### config.mk
export PLATFORM = sky130hd
export DESIGN_NAME = pfta_table_access
export DESIGN_NICKNAME = d
export VERILOG_FILES = /design/src/hdl/pfta_pkg.sv /design/src/hdl/pfta_table_access.sv
export SDC_FILE = /design/constraint.sdc
export NUM_CORES = 1
export LEC_CHECK = 0
export BUFFER_PORTS_ARGS = -buffer_cell sky130_fd_sc_hd__clkbuf_2
export CAP_MARGIN = 40
export CORE_AREA = 8 8 184 186
export DETAILED_ROUTE_END_ITERATION = 6
export DIE_AREA = 0 0 192 194
export PLACE_DENSITY = 0.56
export REMOVE_ABC_BUFFERS = 1
export SYNTH_ARGS = -nofsm -noshare
export SYNTH_HDL_FRONTEND = slang
export SYNTH_SLANG_ARGS = --single-unit
### constraint.sdc
create_clock -name mclk -period 6.3 [get_ports mclk]
set_input_delay 0.63 -clock mclk [delete_from_list [all_inputs] [get_ports mclk]]
set_output_delay 0.63 -clock mclk [all_outputs]
set_load 0.01 [all_outputs]
### src/hdl/pfta_pkg.sv
// package: register map, fields, modes and timing for table access
package pfta_pkg;

  // ----------------------------------------------------------------
  // register byte offsets
  // ----------------------------------------------------------------
  localparam logic [4:0] OFS_PTR_LOW = 5'h00;
  localparam logic [4:0] OFS_PTR_HIGH = 5'h04;
  localparam logic [4:0] OFS_PTR_UPPER = 5'h08;
  localparam logic [4:0] OFS_LATCH = 5'h0C;
  localparam logic [4:0] OFS_CTRL = 5'h10;
  localparam logic [4:0] OFS_UNLOCK = 5'h14;
  localparam logic [4:0] OFS_CMD = 5'h18;
  localparam logic [4:0] OFS_STATUS = 5'h1C;

  // ----------------------------------------------------------------
  // field positions and widths
  // ----------------------------------------------------------------
  localparam int PTR_W = 22;
  localparam int PTR_MSB = 21;
  localparam int UPPER_W = 6;
  localparam int CTRL_PGD = 7;
  localparam int CTRL_CONFIG_SPACE_SELECT = 6;
  localparam int CTRL_FREE = 4;
  localparam int CTRL_WRITE_ENABLE_GATE = 2;
  localparam int CTRL_WR = 1;
  localparam int CMD_OP = 2;
  localparam int STAT_BUSY = 2;
  localparam int HOLD_N = 8;

  // unlock key bytes
  localparam logic [7:0] KEY_FIRST = 8'h55;
  localparam logic [7:0] KEY_SECOND = 8'hAA;

  // reset values
  localparam logic [21:0] PTR_RST = 22'h000000;
  localparam logic [7:0] BYTE_RST = 8'h00;

  // ----------------------------------------------------------------
  // timing
  // ----------------------------------------------------------------
  localparam int CLK_MHZ = 100;
  localparam int LONG_TIME_US = 2000;
  localparam int LONG_CYCLES = LONG_TIME_US * CLK_MHZ;

  // ----------------------------------------------------------------
  // types
  // ----------------------------------------------------------------
  typedef enum logic [1:0] {
    MODE_KEEP = 2'h0,
    MODE_POST_INC = 2'h1,
    MODE_POST_DEC = 2'h2,
    MODE_PRE_INC = 2'h3
  } pfta_mode_t;

  typedef enum logic [1:0] {
    UNL_IDLE = 2'h0,
    UNL_KEY1 = 2'h1,
    UNL_ARMED = 2'h2
  } pfta_unlock_t;

  typedef enum logic [1:0] {
    ST_IDLE = 2'h0,
    ST_RD_ISSUE = 2'h1,
    ST_RD_WAIT = 2'h3,
    ST_LONG = 2'h2
  } pfta_state_t;

  // read request toward the array: word address, bit 20 = config space
  typedef struct packed {
    logic en;
    logic [20:0] word_addr;
  } pfta_rd_req_t;

  // long cycle request toward the array
  typedef struct packed {
    logic start;
    logic erase;
    logic [18:0] block;
    logic [63:0] data;
  } pfta_long_req_t;

endpackage : pfta_pkg

### src/hdl/pfta_table_access.sv
// table access: pointer, latch, holding registers and long cycles
//
// Our own choices: the Avalon-MM slave port and the address map.

module pfta_table_access
  import pfta_pkg::*;
#(
  parameter int LONG_CYC = LONG_CYCLES
) (
  // clock and reset
  input wire logic mclk,
  input wire logic resetn,
  // avalon-mm slave
  input wire logic [4:0] avs_address,
  input wire logic avs_read,
  input wire logic avs_write,
  input wire logic [31:0] avs_writedata,
  input wire logic [3:0] avs_byteenable,
  output logic [31:0] avs_readdata,
  output logic avs_waitrequest,
  // program array
  output pfta_rd_req_t arr_rd,
  input wire logic [15:0] arr_rd_word,
  output pfta_long_req_t arr_long,
  // core
  output logic cpu_stall
);

  // ----------------------------------------------------------------
  // state
  // ----------------------------------------------------------------
  localparam int CNT_W = $clog2(LONG_CYC + 1);
  localparam logic [CNT_W-1:0] CNT_LAST = CNT_W'(LONG_CYC - 1);
  localparam logic [CNT_W-1:0] CNT_ZERO = '0;

  logic [21:0] ptr_q;
  logic [7:0] latch_q;
  logic [7:0] hold_q [HOLD_N];
  logic pgd_q;
  logic config_space_select_q;
  logic free_q;
  logic write_enable_gate_q;
  logic wr_q;
  pfta_unlock_t unl_q;
  pfta_state_t st_q;
  logic [CNT_W-1:0] cnt_q;
  logic rd_ack_q;
  logic [31:0] rdata_q;
  pfta_rd_req_t rd_q;
  pfta_long_req_t long_q;
  logic [21:0] eff_q;

  // ----------------------------------------------------------------
  // helpers
  // ----------------------------------------------------------------
  // step the low part only, so the space select bit never moves
  function automatic logic [21:0] ptr_step(input logic [21:0] p,
                                           input logic down);
    logic [20:0] low;
    low = down ? p[20:0] - 21'h000001 : p[20:0] + 21'h000001;
    return {p[PTR_MSB], low};
  endfunction

  function automatic logic [21:0] ptr_after(input logic [21:0] p,
                                            input pfta_mode_t m);
    logic [21:0] r;
    r = p;
    unique case (m)
      MODE_KEEP: r = p;
      MODE_POST_INC: r = ptr_step(p, 1'b0);
      MODE_POST_DEC: r = ptr_step(p, 1'b1);
      MODE_PRE_INC: r = ptr_step(p, 1'b0);
    endcase
    return r;
  endfunction

  // one decode for the latch, control, unlock and command write strobes, lane 0 only
  function automatic logic reg_wr(input logic take,
                                  input logic [3:0] be,
                                  input logic [4:0] a,
                                  input logic [4:0] ofs);
    return take && be[0] && (a == ofs);
  endfunction

  // ----------------------------------------------------------------
  // bus decode
  // ----------------------------------------------------------------
  logic busy;
  logic lane0;
  logic wr_cmd;
  logic cmd_is_rd;
  logic rd_hold;
  logic acc_wr;
  logic acc_rd;
  pfta_mode_t wmode;
  logic [21:0] weff;
  logic start_ok;
  logic wr_latch;
  logic wr_ctrl;
  logic wr_unlock;
  logic tmr_done;

  assign busy = (st_q == ST_LONG);
  assign lane0 = avs_byteenable[0];
  assign wmode = pfta_mode_t'(avs_writedata[1:0]);
  assign wr_cmd = reg_wr(avs_write, avs_byteenable, avs_address, OFS_CMD);
  assign wr_latch = reg_wr(acc_wr, avs_byteenable, avs_address, OFS_LATCH);
  assign wr_ctrl = reg_wr(acc_wr, avs_byteenable, avs_address, OFS_CTRL);
  assign wr_unlock = reg_wr(acc_wr, avs_byteenable, avs_address,
                            OFS_UNLOCK);
  // start and timer end never meet: the bus waits while busy
  assign tmr_done = busy && (cnt_q == CNT_ZERO);
  assign cmd_is_rd = !avs_writedata[CMD_OP];
  // pre-increment accesses the stepped address
  assign weff = (wmode == MODE_PRE_INC) ? ptr_step(ptr_q, 1'b0)
                                        : ptr_q;
  // a table read holds the bus until its one byte is back
  assign rd_hold = wr_cmd && cmd_is_rd && (st_q != ST_RD_WAIT);
  // long cycles stall every access, which stalls the core
  assign avs_waitrequest = busy || rd_hold || (avs_read && !rd_ack_q);
  assign acc_wr = avs_write && !avs_waitrequest;
  assign acc_rd = avs_read && !avs_waitrequest;
  assign avs_readdata = rdata_q;
  assign cpu_stall = busy;
  assign arr_rd = rd_q;
  assign arr_long = long_q;

  // start needs write enable and the armed unlock
  assign start_ok = wr_ctrl && avs_writedata[CTRL_WR] &&
                    write_enable_gate_q && pgd_q &&
                    (unl_q == UNL_ARMED) && !wr_q;

  // ----------------------------------------------------------------
  // pointer registers
  // ----------------------------------------------------------------
  always_ff @(posedge mclk) begin
    if (!resetn) begin
      ptr_q <= PTR_RST;
    end else if (acc_wr && lane0) begin
      unique case (avs_address)
        OFS_PTR_LOW: ptr_q[7:0] <= avs_writedata[7:0];
        OFS_PTR_HIGH: ptr_q[15:8] <= avs_writedata[7:0];
        OFS_PTR_UPPER: ptr_q[21:16] <= avs_writedata[5:0];
        OFS_CMD: ptr_q <= ptr_after(ptr_q, wmode);
        default: ptr_q <= ptr_q;
      endcase
    end
  end

  // ----------------------------------------------------------------
  // table latch
  // ----------------------------------------------------------------
  always_ff @(posedge mclk) begin
    if (!resetn) begin
      latch_q <= BYTE_RST;
    end else if (st_q == ST_RD_WAIT) begin
      // bit 0 picks the byte of the fetched word
      latch_q <= eff_q[0] ? arr_rd_word[15:8] : arr_rd_word[7:0];
    end else if (wr_latch) begin
      latch_q <= avs_writedata[7:0];
    end
  end

  // ----------------------------------------------------------------
  // holding registers
  // ----------------------------------------------------------------
  always_ff @(posedge mclk) begin
    if (!resetn) begin
      for (int i = 0; i < HOLD_N; i++) begin
        hold_q[i] <= BYTE_RST;
      end
    end else if (acc_wr && wr_cmd && !cmd_is_rd) begin
      // short write: one holding register changes, the pointer steps per mode, no array cycle
      hold_q[weff[2:0]] <= latch_q;
    end
  end

  // ----------------------------------------------------------------
  // control bits
  // ----------------------------------------------------------------
  always_ff @(posedge mclk) begin
    if (!resetn) begin
      pgd_q <= 1'b0;
      config_space_select_q <= 1'b0;
      free_q <= 1'b0;
      write_enable_gate_q <= 1'b0;
    end else if (tmr_done) begin
      free_q <= 1'b0;
    end else if (wr_ctrl) begin
      pgd_q <= avs_writedata[CTRL_PGD];
      config_space_select_q <= avs_writedata[CTRL_CONFIG_SPACE_SELECT];
      free_q <= avs_writedata[CTRL_FREE];
      write_enable_gate_q <= avs_writedata[CTRL_WRITE_ENABLE_GATE];
    end
  end

  // write start: software can only set it, the timer clears it
  always_ff @(posedge mclk) begin
    if (!resetn) begin
      wr_q <= 1'b0;
    end else if (start_ok) begin
      wr_q <= 1'b1;
    end else if (tmr_done) begin
      wr_q <= 1'b0;
    end
  end

  // ----------------------------------------------------------------
  // unlock sequence
  // ----------------------------------------------------------------
  // keys land on a port that keeps no value
  always_ff @(posedge mclk) begin
    if (!resetn) begin
      unl_q <= UNL_IDLE;
    end else if (acc_wr) begin
      if (wr_unlock) begin
        if (avs_writedata[7:0] == KEY_FIRST) begin
          unl_q <= UNL_KEY1;
        end else if (avs_writedata[7:0] == KEY_SECOND &&
                     unl_q == UNL_KEY1) begin
          unl_q <= UNL_ARMED;
        end else begin
          unl_q <= UNL_IDLE;
        end
      end else begin
        // any other write, start or not, uses up the arming
        unl_q <= UNL_IDLE;
      end
    end
  end

  // ----------------------------------------------------------------
  // sequencer
  // ----------------------------------------------------------------
  always_ff @(posedge mclk) begin
    if (!resetn) begin
      st_q <= ST_IDLE;
    end else begin
      unique case (st_q)
        ST_IDLE: begin
          if (start_ok) begin
            st_q <= ST_LONG;
          end else if (rd_hold) begin
            st_q <= ST_RD_ISSUE;
          end
        end
        ST_RD_ISSUE: st_q <= ST_RD_WAIT;
        ST_RD_WAIT: st_q <= ST_IDLE;
        ST_LONG: begin
          if (cnt_q == CNT_ZERO) begin
            st_q <= ST_IDLE;
          end
        end
      endcase
    end
  end

  // internal programming timer
  always_ff @(posedge mclk) begin
    if (!resetn) begin
      cnt_q <= CNT_ZERO;
    end else if (start_ok) begin
      cnt_q <= CNT_LAST;
    end else if (busy && cnt_q != CNT_ZERO) begin
      cnt_q <= cnt_q - 1'b1;
    end
  end

  // effective address of the pending table read
  // held so the byte pick survives the pointer step at the end
  always_ff @(posedge mclk) begin
    if (!resetn) begin
      eff_q <= PTR_RST;
    end else if (st_q == ST_IDLE && rd_hold) begin
      eff_q <= weff;
    end
  end

  // ----------------------------------------------------------------
  // array requests
  // ----------------------------------------------------------------
  always_ff @(posedge mclk) begin
    if (!resetn) begin
      rd_q <= '0;
    end else if (st_q == ST_IDLE && rd_hold) begin
      rd_q.en <= 1'b1;
      // pointer bits 21:1, top bit steers to id and config space
      rd_q.word_addr <= weff[21:1];
    end else begin
      rd_q.en <= 1'b0;
    end
  end

  always_ff @(posedge mclk) begin
    if (!resetn) begin
      long_q <= '0;
    end else if (start_ok) begin
      long_q.start <= 1'b1;
      long_q.erase <= free_q;
      if (free_q) begin
        // whole 64-byte row only, no word or bulk erase
        long_q.block <= {ptr_q[21:6], 3'h0};
        long_q.data <= '0;
      end else begin
        long_q.block <= ptr_q[21:3];
        long_q.data <= {hold_q[7], hold_q[6], hold_q[5], hold_q[4],
                        hold_q[3], hold_q[2], hold_q[1], hold_q[0]};
      end
    end else begin
      long_q.start <= 1'b0;
    end
  end

  // ----------------------------------------------------------------
  // register reads
  // ----------------------------------------------------------------
  always_ff @(posedge mclk) begin
    if (!resetn) begin
      rd_ack_q <= 1'b0;
      rdata_q <= '0;
    end else if (avs_read && !rd_ack_q && !busy) begin
      rd_ack_q <= 1'b1;
      rdata_q <= '0;
      unique case (avs_address)
        OFS_PTR_LOW: rdata_q[7:0] <= ptr_q[7:0];
        OFS_PTR_HIGH: rdata_q[7:0] <= ptr_q[15:8];
        OFS_PTR_UPPER: rdata_q[5:0] <= ptr_q[21:16];
        OFS_LATCH: rdata_q[7:0] <= latch_q;
        OFS_CTRL: begin
          rdata_q[CTRL_PGD] <= pgd_q;
          rdata_q[CTRL_CONFIG_SPACE_SELECT] <= config_space_select_q;
          rdata_q[CTRL_FREE] <= free_q;
          rdata_q[CTRL_WRITE_ENABLE_GATE] <= write_enable_gate_q;
          rdata_q[CTRL_WR] <= wr_q;
        end
        OFS_STATUS: begin
          rdata_q[1:0] <= unl_q;
          rdata_q[STAT_BUSY] <= busy;
        end
        // unlock port, command and unmapped read as zero
        default: rdata_q <= '0;
      endcase
    end else if (acc_rd) begin
      rd_ack_q <= 1'b0;
    end
  end

endmodule // pfta_table_access

==> flow_summary_export.csv <==
group,metric,value,unit
status,outcome,"finished clean",
pwr,p_per_area,260.4,mW/mm2
floorplanning,core-area,0.03107,mm2
place,place_area,0.01166,mm2
layout,fin_area,0.01255,mm2
drt,postRouteAntennaNets,0,
critical_path,worstPathMaxFanout,67,
critical_path,cp.required,6.77,ns
sta,postLayoutSetupSlackWorst,3.071,ns
min_path,hold_depth,1,
critical_path,startpoint,"avs_address[1]",
min_path,hp-class,"reg -> reg",
clocking,cts_setup_buffers,0,
floorplanning,start_util,34.46,%
layout,drive_above_1_share,18.68,%
sta,hold_violations,0,
drt,num_vias,8641,
clocking,clk_pin_slew,0.06,ns
global_route,grt_max_degree,68,
yosys,seq_area_frac_synth,50.49,%
layout,antenna_cells,0,
clocking,clk_latency,0.53,ns
global_route,grt_overflow,0,
yosys,netlist.top_cell.by_area,"dfxtp_1",
yosys,synth_edf_count,64,
critical_path,worstPathArrival,3.70,ns
global_route,grt_first_pass_wirelength,49170,um
clocking,cts_hold_repair.buffers,0,
drt,routed_wl,31540,um
clocking,cts_buffer_depth,3,
critical_path,crit_type,"in -> reg",
yosys,synthTopCellsByCount,"dfxtp_1, nor2_1, nand2_1",
pwr,peakVddDrop,0.1906,mV
critical_path,ff2ff_path_depth,8,
floorplanning,die-area,0.03725,mm2
global_route,grt.total_usage,16.45,%
drt,wire_per_inst,19.05,um
clocking,clkSinkCount,238,
place,dp_hpwl,21700,um
drt,drc_errors,0,
yosys,syn-cell-area,0.01071,mm2
sta,rsz0062_at_grt,"no",
layout,syn_to_final_growth,17.22,%
place,port_buffers,150,
yosys,avgSynthCellArea,9.567,um2
flow_run,cap_violations,0,
yosys,synth.area.top_cells,"dfxtp_1, edfxtp_1, a22o_1",
yosys,ys_ff_latch,238,
critical_path,reg2reg_from,"st_q[0]",
layout,multi_input_area,0.004832,mm2
sta,fin_worst_skew,0.01121,ns
yosys,yosysWarnings,0,
sta,fmaxAchievable,309.7,MHz
place,place_ws,2.551,ns
clocking,cts_tree,"yes",
yosys,synth_cell_types,74,
sta,fin_crit,3.229,ns
pwr,p_leak,4.816,nW
drt,drt_iter0_drc,603,
drt,vias_per_cell,5.221,
place,gp_congestion,0.9051,
floorplanning,die_y,194,um
sta,fin_setup_tns,0,ns
yosys,synth_flop_cell,"dfxtp_1",
clocking,cts-htree-levels,1,
clocking,cts_root_buffer,"clkbuf_16",
floorplanning,die_width,192,um
critical_path,worst_setup_path_end_kind,"flip-flop",
sta,slew_viol_final,0,
global_route,grt_pass1_vias,8377,
yosys,synthArstFlopShare,0,%
layout,nets,1297,
global_route,antenna_found_initial,1,
min_path,hp-start,"hold_q[6][3]",
floorplanning,io_pins,202,
layout,seqCellArea,0.005405,mm2
yosys,synth_top_area_share,32.54,%
sta,finalSetupViolations,0,
yosys,syn-instance-count,1119,
clocking,cts_resized,0,
layout,fillers,3078,
sta,worstMarginPinSlew,0.9621,ns
critical_path,startpoint_type,"input pin",
sta,fin_crit_sh,51.25,%
floorplanning,rows,65,
sta,slew_headroom,35.27,%
drt,first_pass_iters,5,
clocking,cts_made_buffers,26,
yosys,synthMostInstantiatedCell,"dfxtp_1",
==> cell usage in the layout (no fill, tap or decap), types with 10 or more instances in the layout <==
cell,n
a211oi_1,27
a21oi_1,70
a22o_1,69
and2_1,68
and3_1,15
buf_4,11
clkbuf_16,29
clkbuf_2,150
conb_1,24
dfxtp_1,174
edfxtp_1,64
mux2i_1,15
nand2_1,101
nand3_1,33
nand4_1,16
nor2_1,103
nor2b_1,10
nor3_1,25
o21ai_0,45
xnor2_1,17
xor2_1,20
==> final timing paths <==
kind / end / slack (ns)
worst max register to register: arr_long[43] / 3.07
worst min register to register: arr_long[51] / 0.45
worst max-delay path: arr_long[43] / 3.07
worst min-delay path: arr_long[51] / 0.45
==> flip-flops by register name, indices dropped and copies added (netlist names) <==
| name | count |
|---|---|
| arr_long | 85 |
| arr_rd | 22 |
| avs_readdata | 8 |
| cnt_q | 18 |
| config_space_select_q | 1 |
| eff_q | 1 |
| free_q | 1 |
| hold_q | 64 |
| latch_q | 8 |
| pgd_q | 1 |
| ptr_q | 22 |
| rd_ack_q | 1 |
| st_q | 2 |
| unl_q | 2 |
| wr_q | 1 |
| write_enable_gate_q | 1 |
==> cells by family (layout without fill, tap and decap cells) <==
group / after synthesis / count (layout) / share of synthesized area (%)
AO/OA/AOI/OAI: 268 / 268 / 17.03
XOR/XNOR: 37 / 37 / 3.027
adder cells (fa/ha/maj): 3 / 3 / 0.3507
buffers and inverters: 117 / 228 / 5.294
flip-flops: 238 / 238 / 50.49
multiplexers: 24 / 24 / 2.980
other: 1 / 24 / 0.03503
AND/OR/NAND/NOR: 431 / 431 / 20.79
==> layer usage <==
layer / track usage (%) / part of all wire, % / vias to the layer above
met5: 0 / 0.035 / -
met4: 4.131 / 2.2 / 2
met3: 3.831 / 8.1 / 44
met2: 26.59 / 46 / 306
met1: 21.80 / 44 / 4049
li1: - / - / 4240
==> final cells by class <==
type / instances / area share [%]
Clock inverter: 9 / 0.6780
Inverter: 11 / 0.3290
Sequential cell: 238 / 43.07
Timing Repair Buffer: 169 / 7.000
Tap cell: 402 / 4.008
Clock buffer: 39 / 6.401
Multi-Input combinational cell: 787 / 38.51
==> worst max-delay path: stages <==
cell and delay [ns]:
clkbuf_2 0.10, or2_0 0.49, nor4_4 0.47, nand3_2 0.23
or4b_1 0.75, nor3_4 0.18, buf_4 0.58, a22o_1 0.23
==> power by group <==
| group | leakage (nW) | internal, mW | switching [mW] | total [mW] |
|---|---|---|---|---|
| logic | 2.32 | 0.0323 | 0.0920 | 0.124 |
| registers | 2.06 | 1.58 | 0.00847 | 1.59 |
| clock network | 0.433 | 0.924 | 0.627 | 1.55 |
==> stage by stage <==
stage | power (mW) | util, % | hold slack, ns | std cells
after floorplan | 1.688 | - | 0.4358 | 1036
after global placement | 1.747 | 37.36 | 0.4382 | 1598
after detailed placement | 1.749 | 37.53 | 0.4399 | 1607
after CTS | 3.312 | 40.39 | 0.4367 | 1655
after global routing | 3.389 | 40.39 | 0.4631 | 1655
final | 3.268 | 40.39 | 0.4491 | 1655
Note: power is estimated with default switching activity, not from simulation.
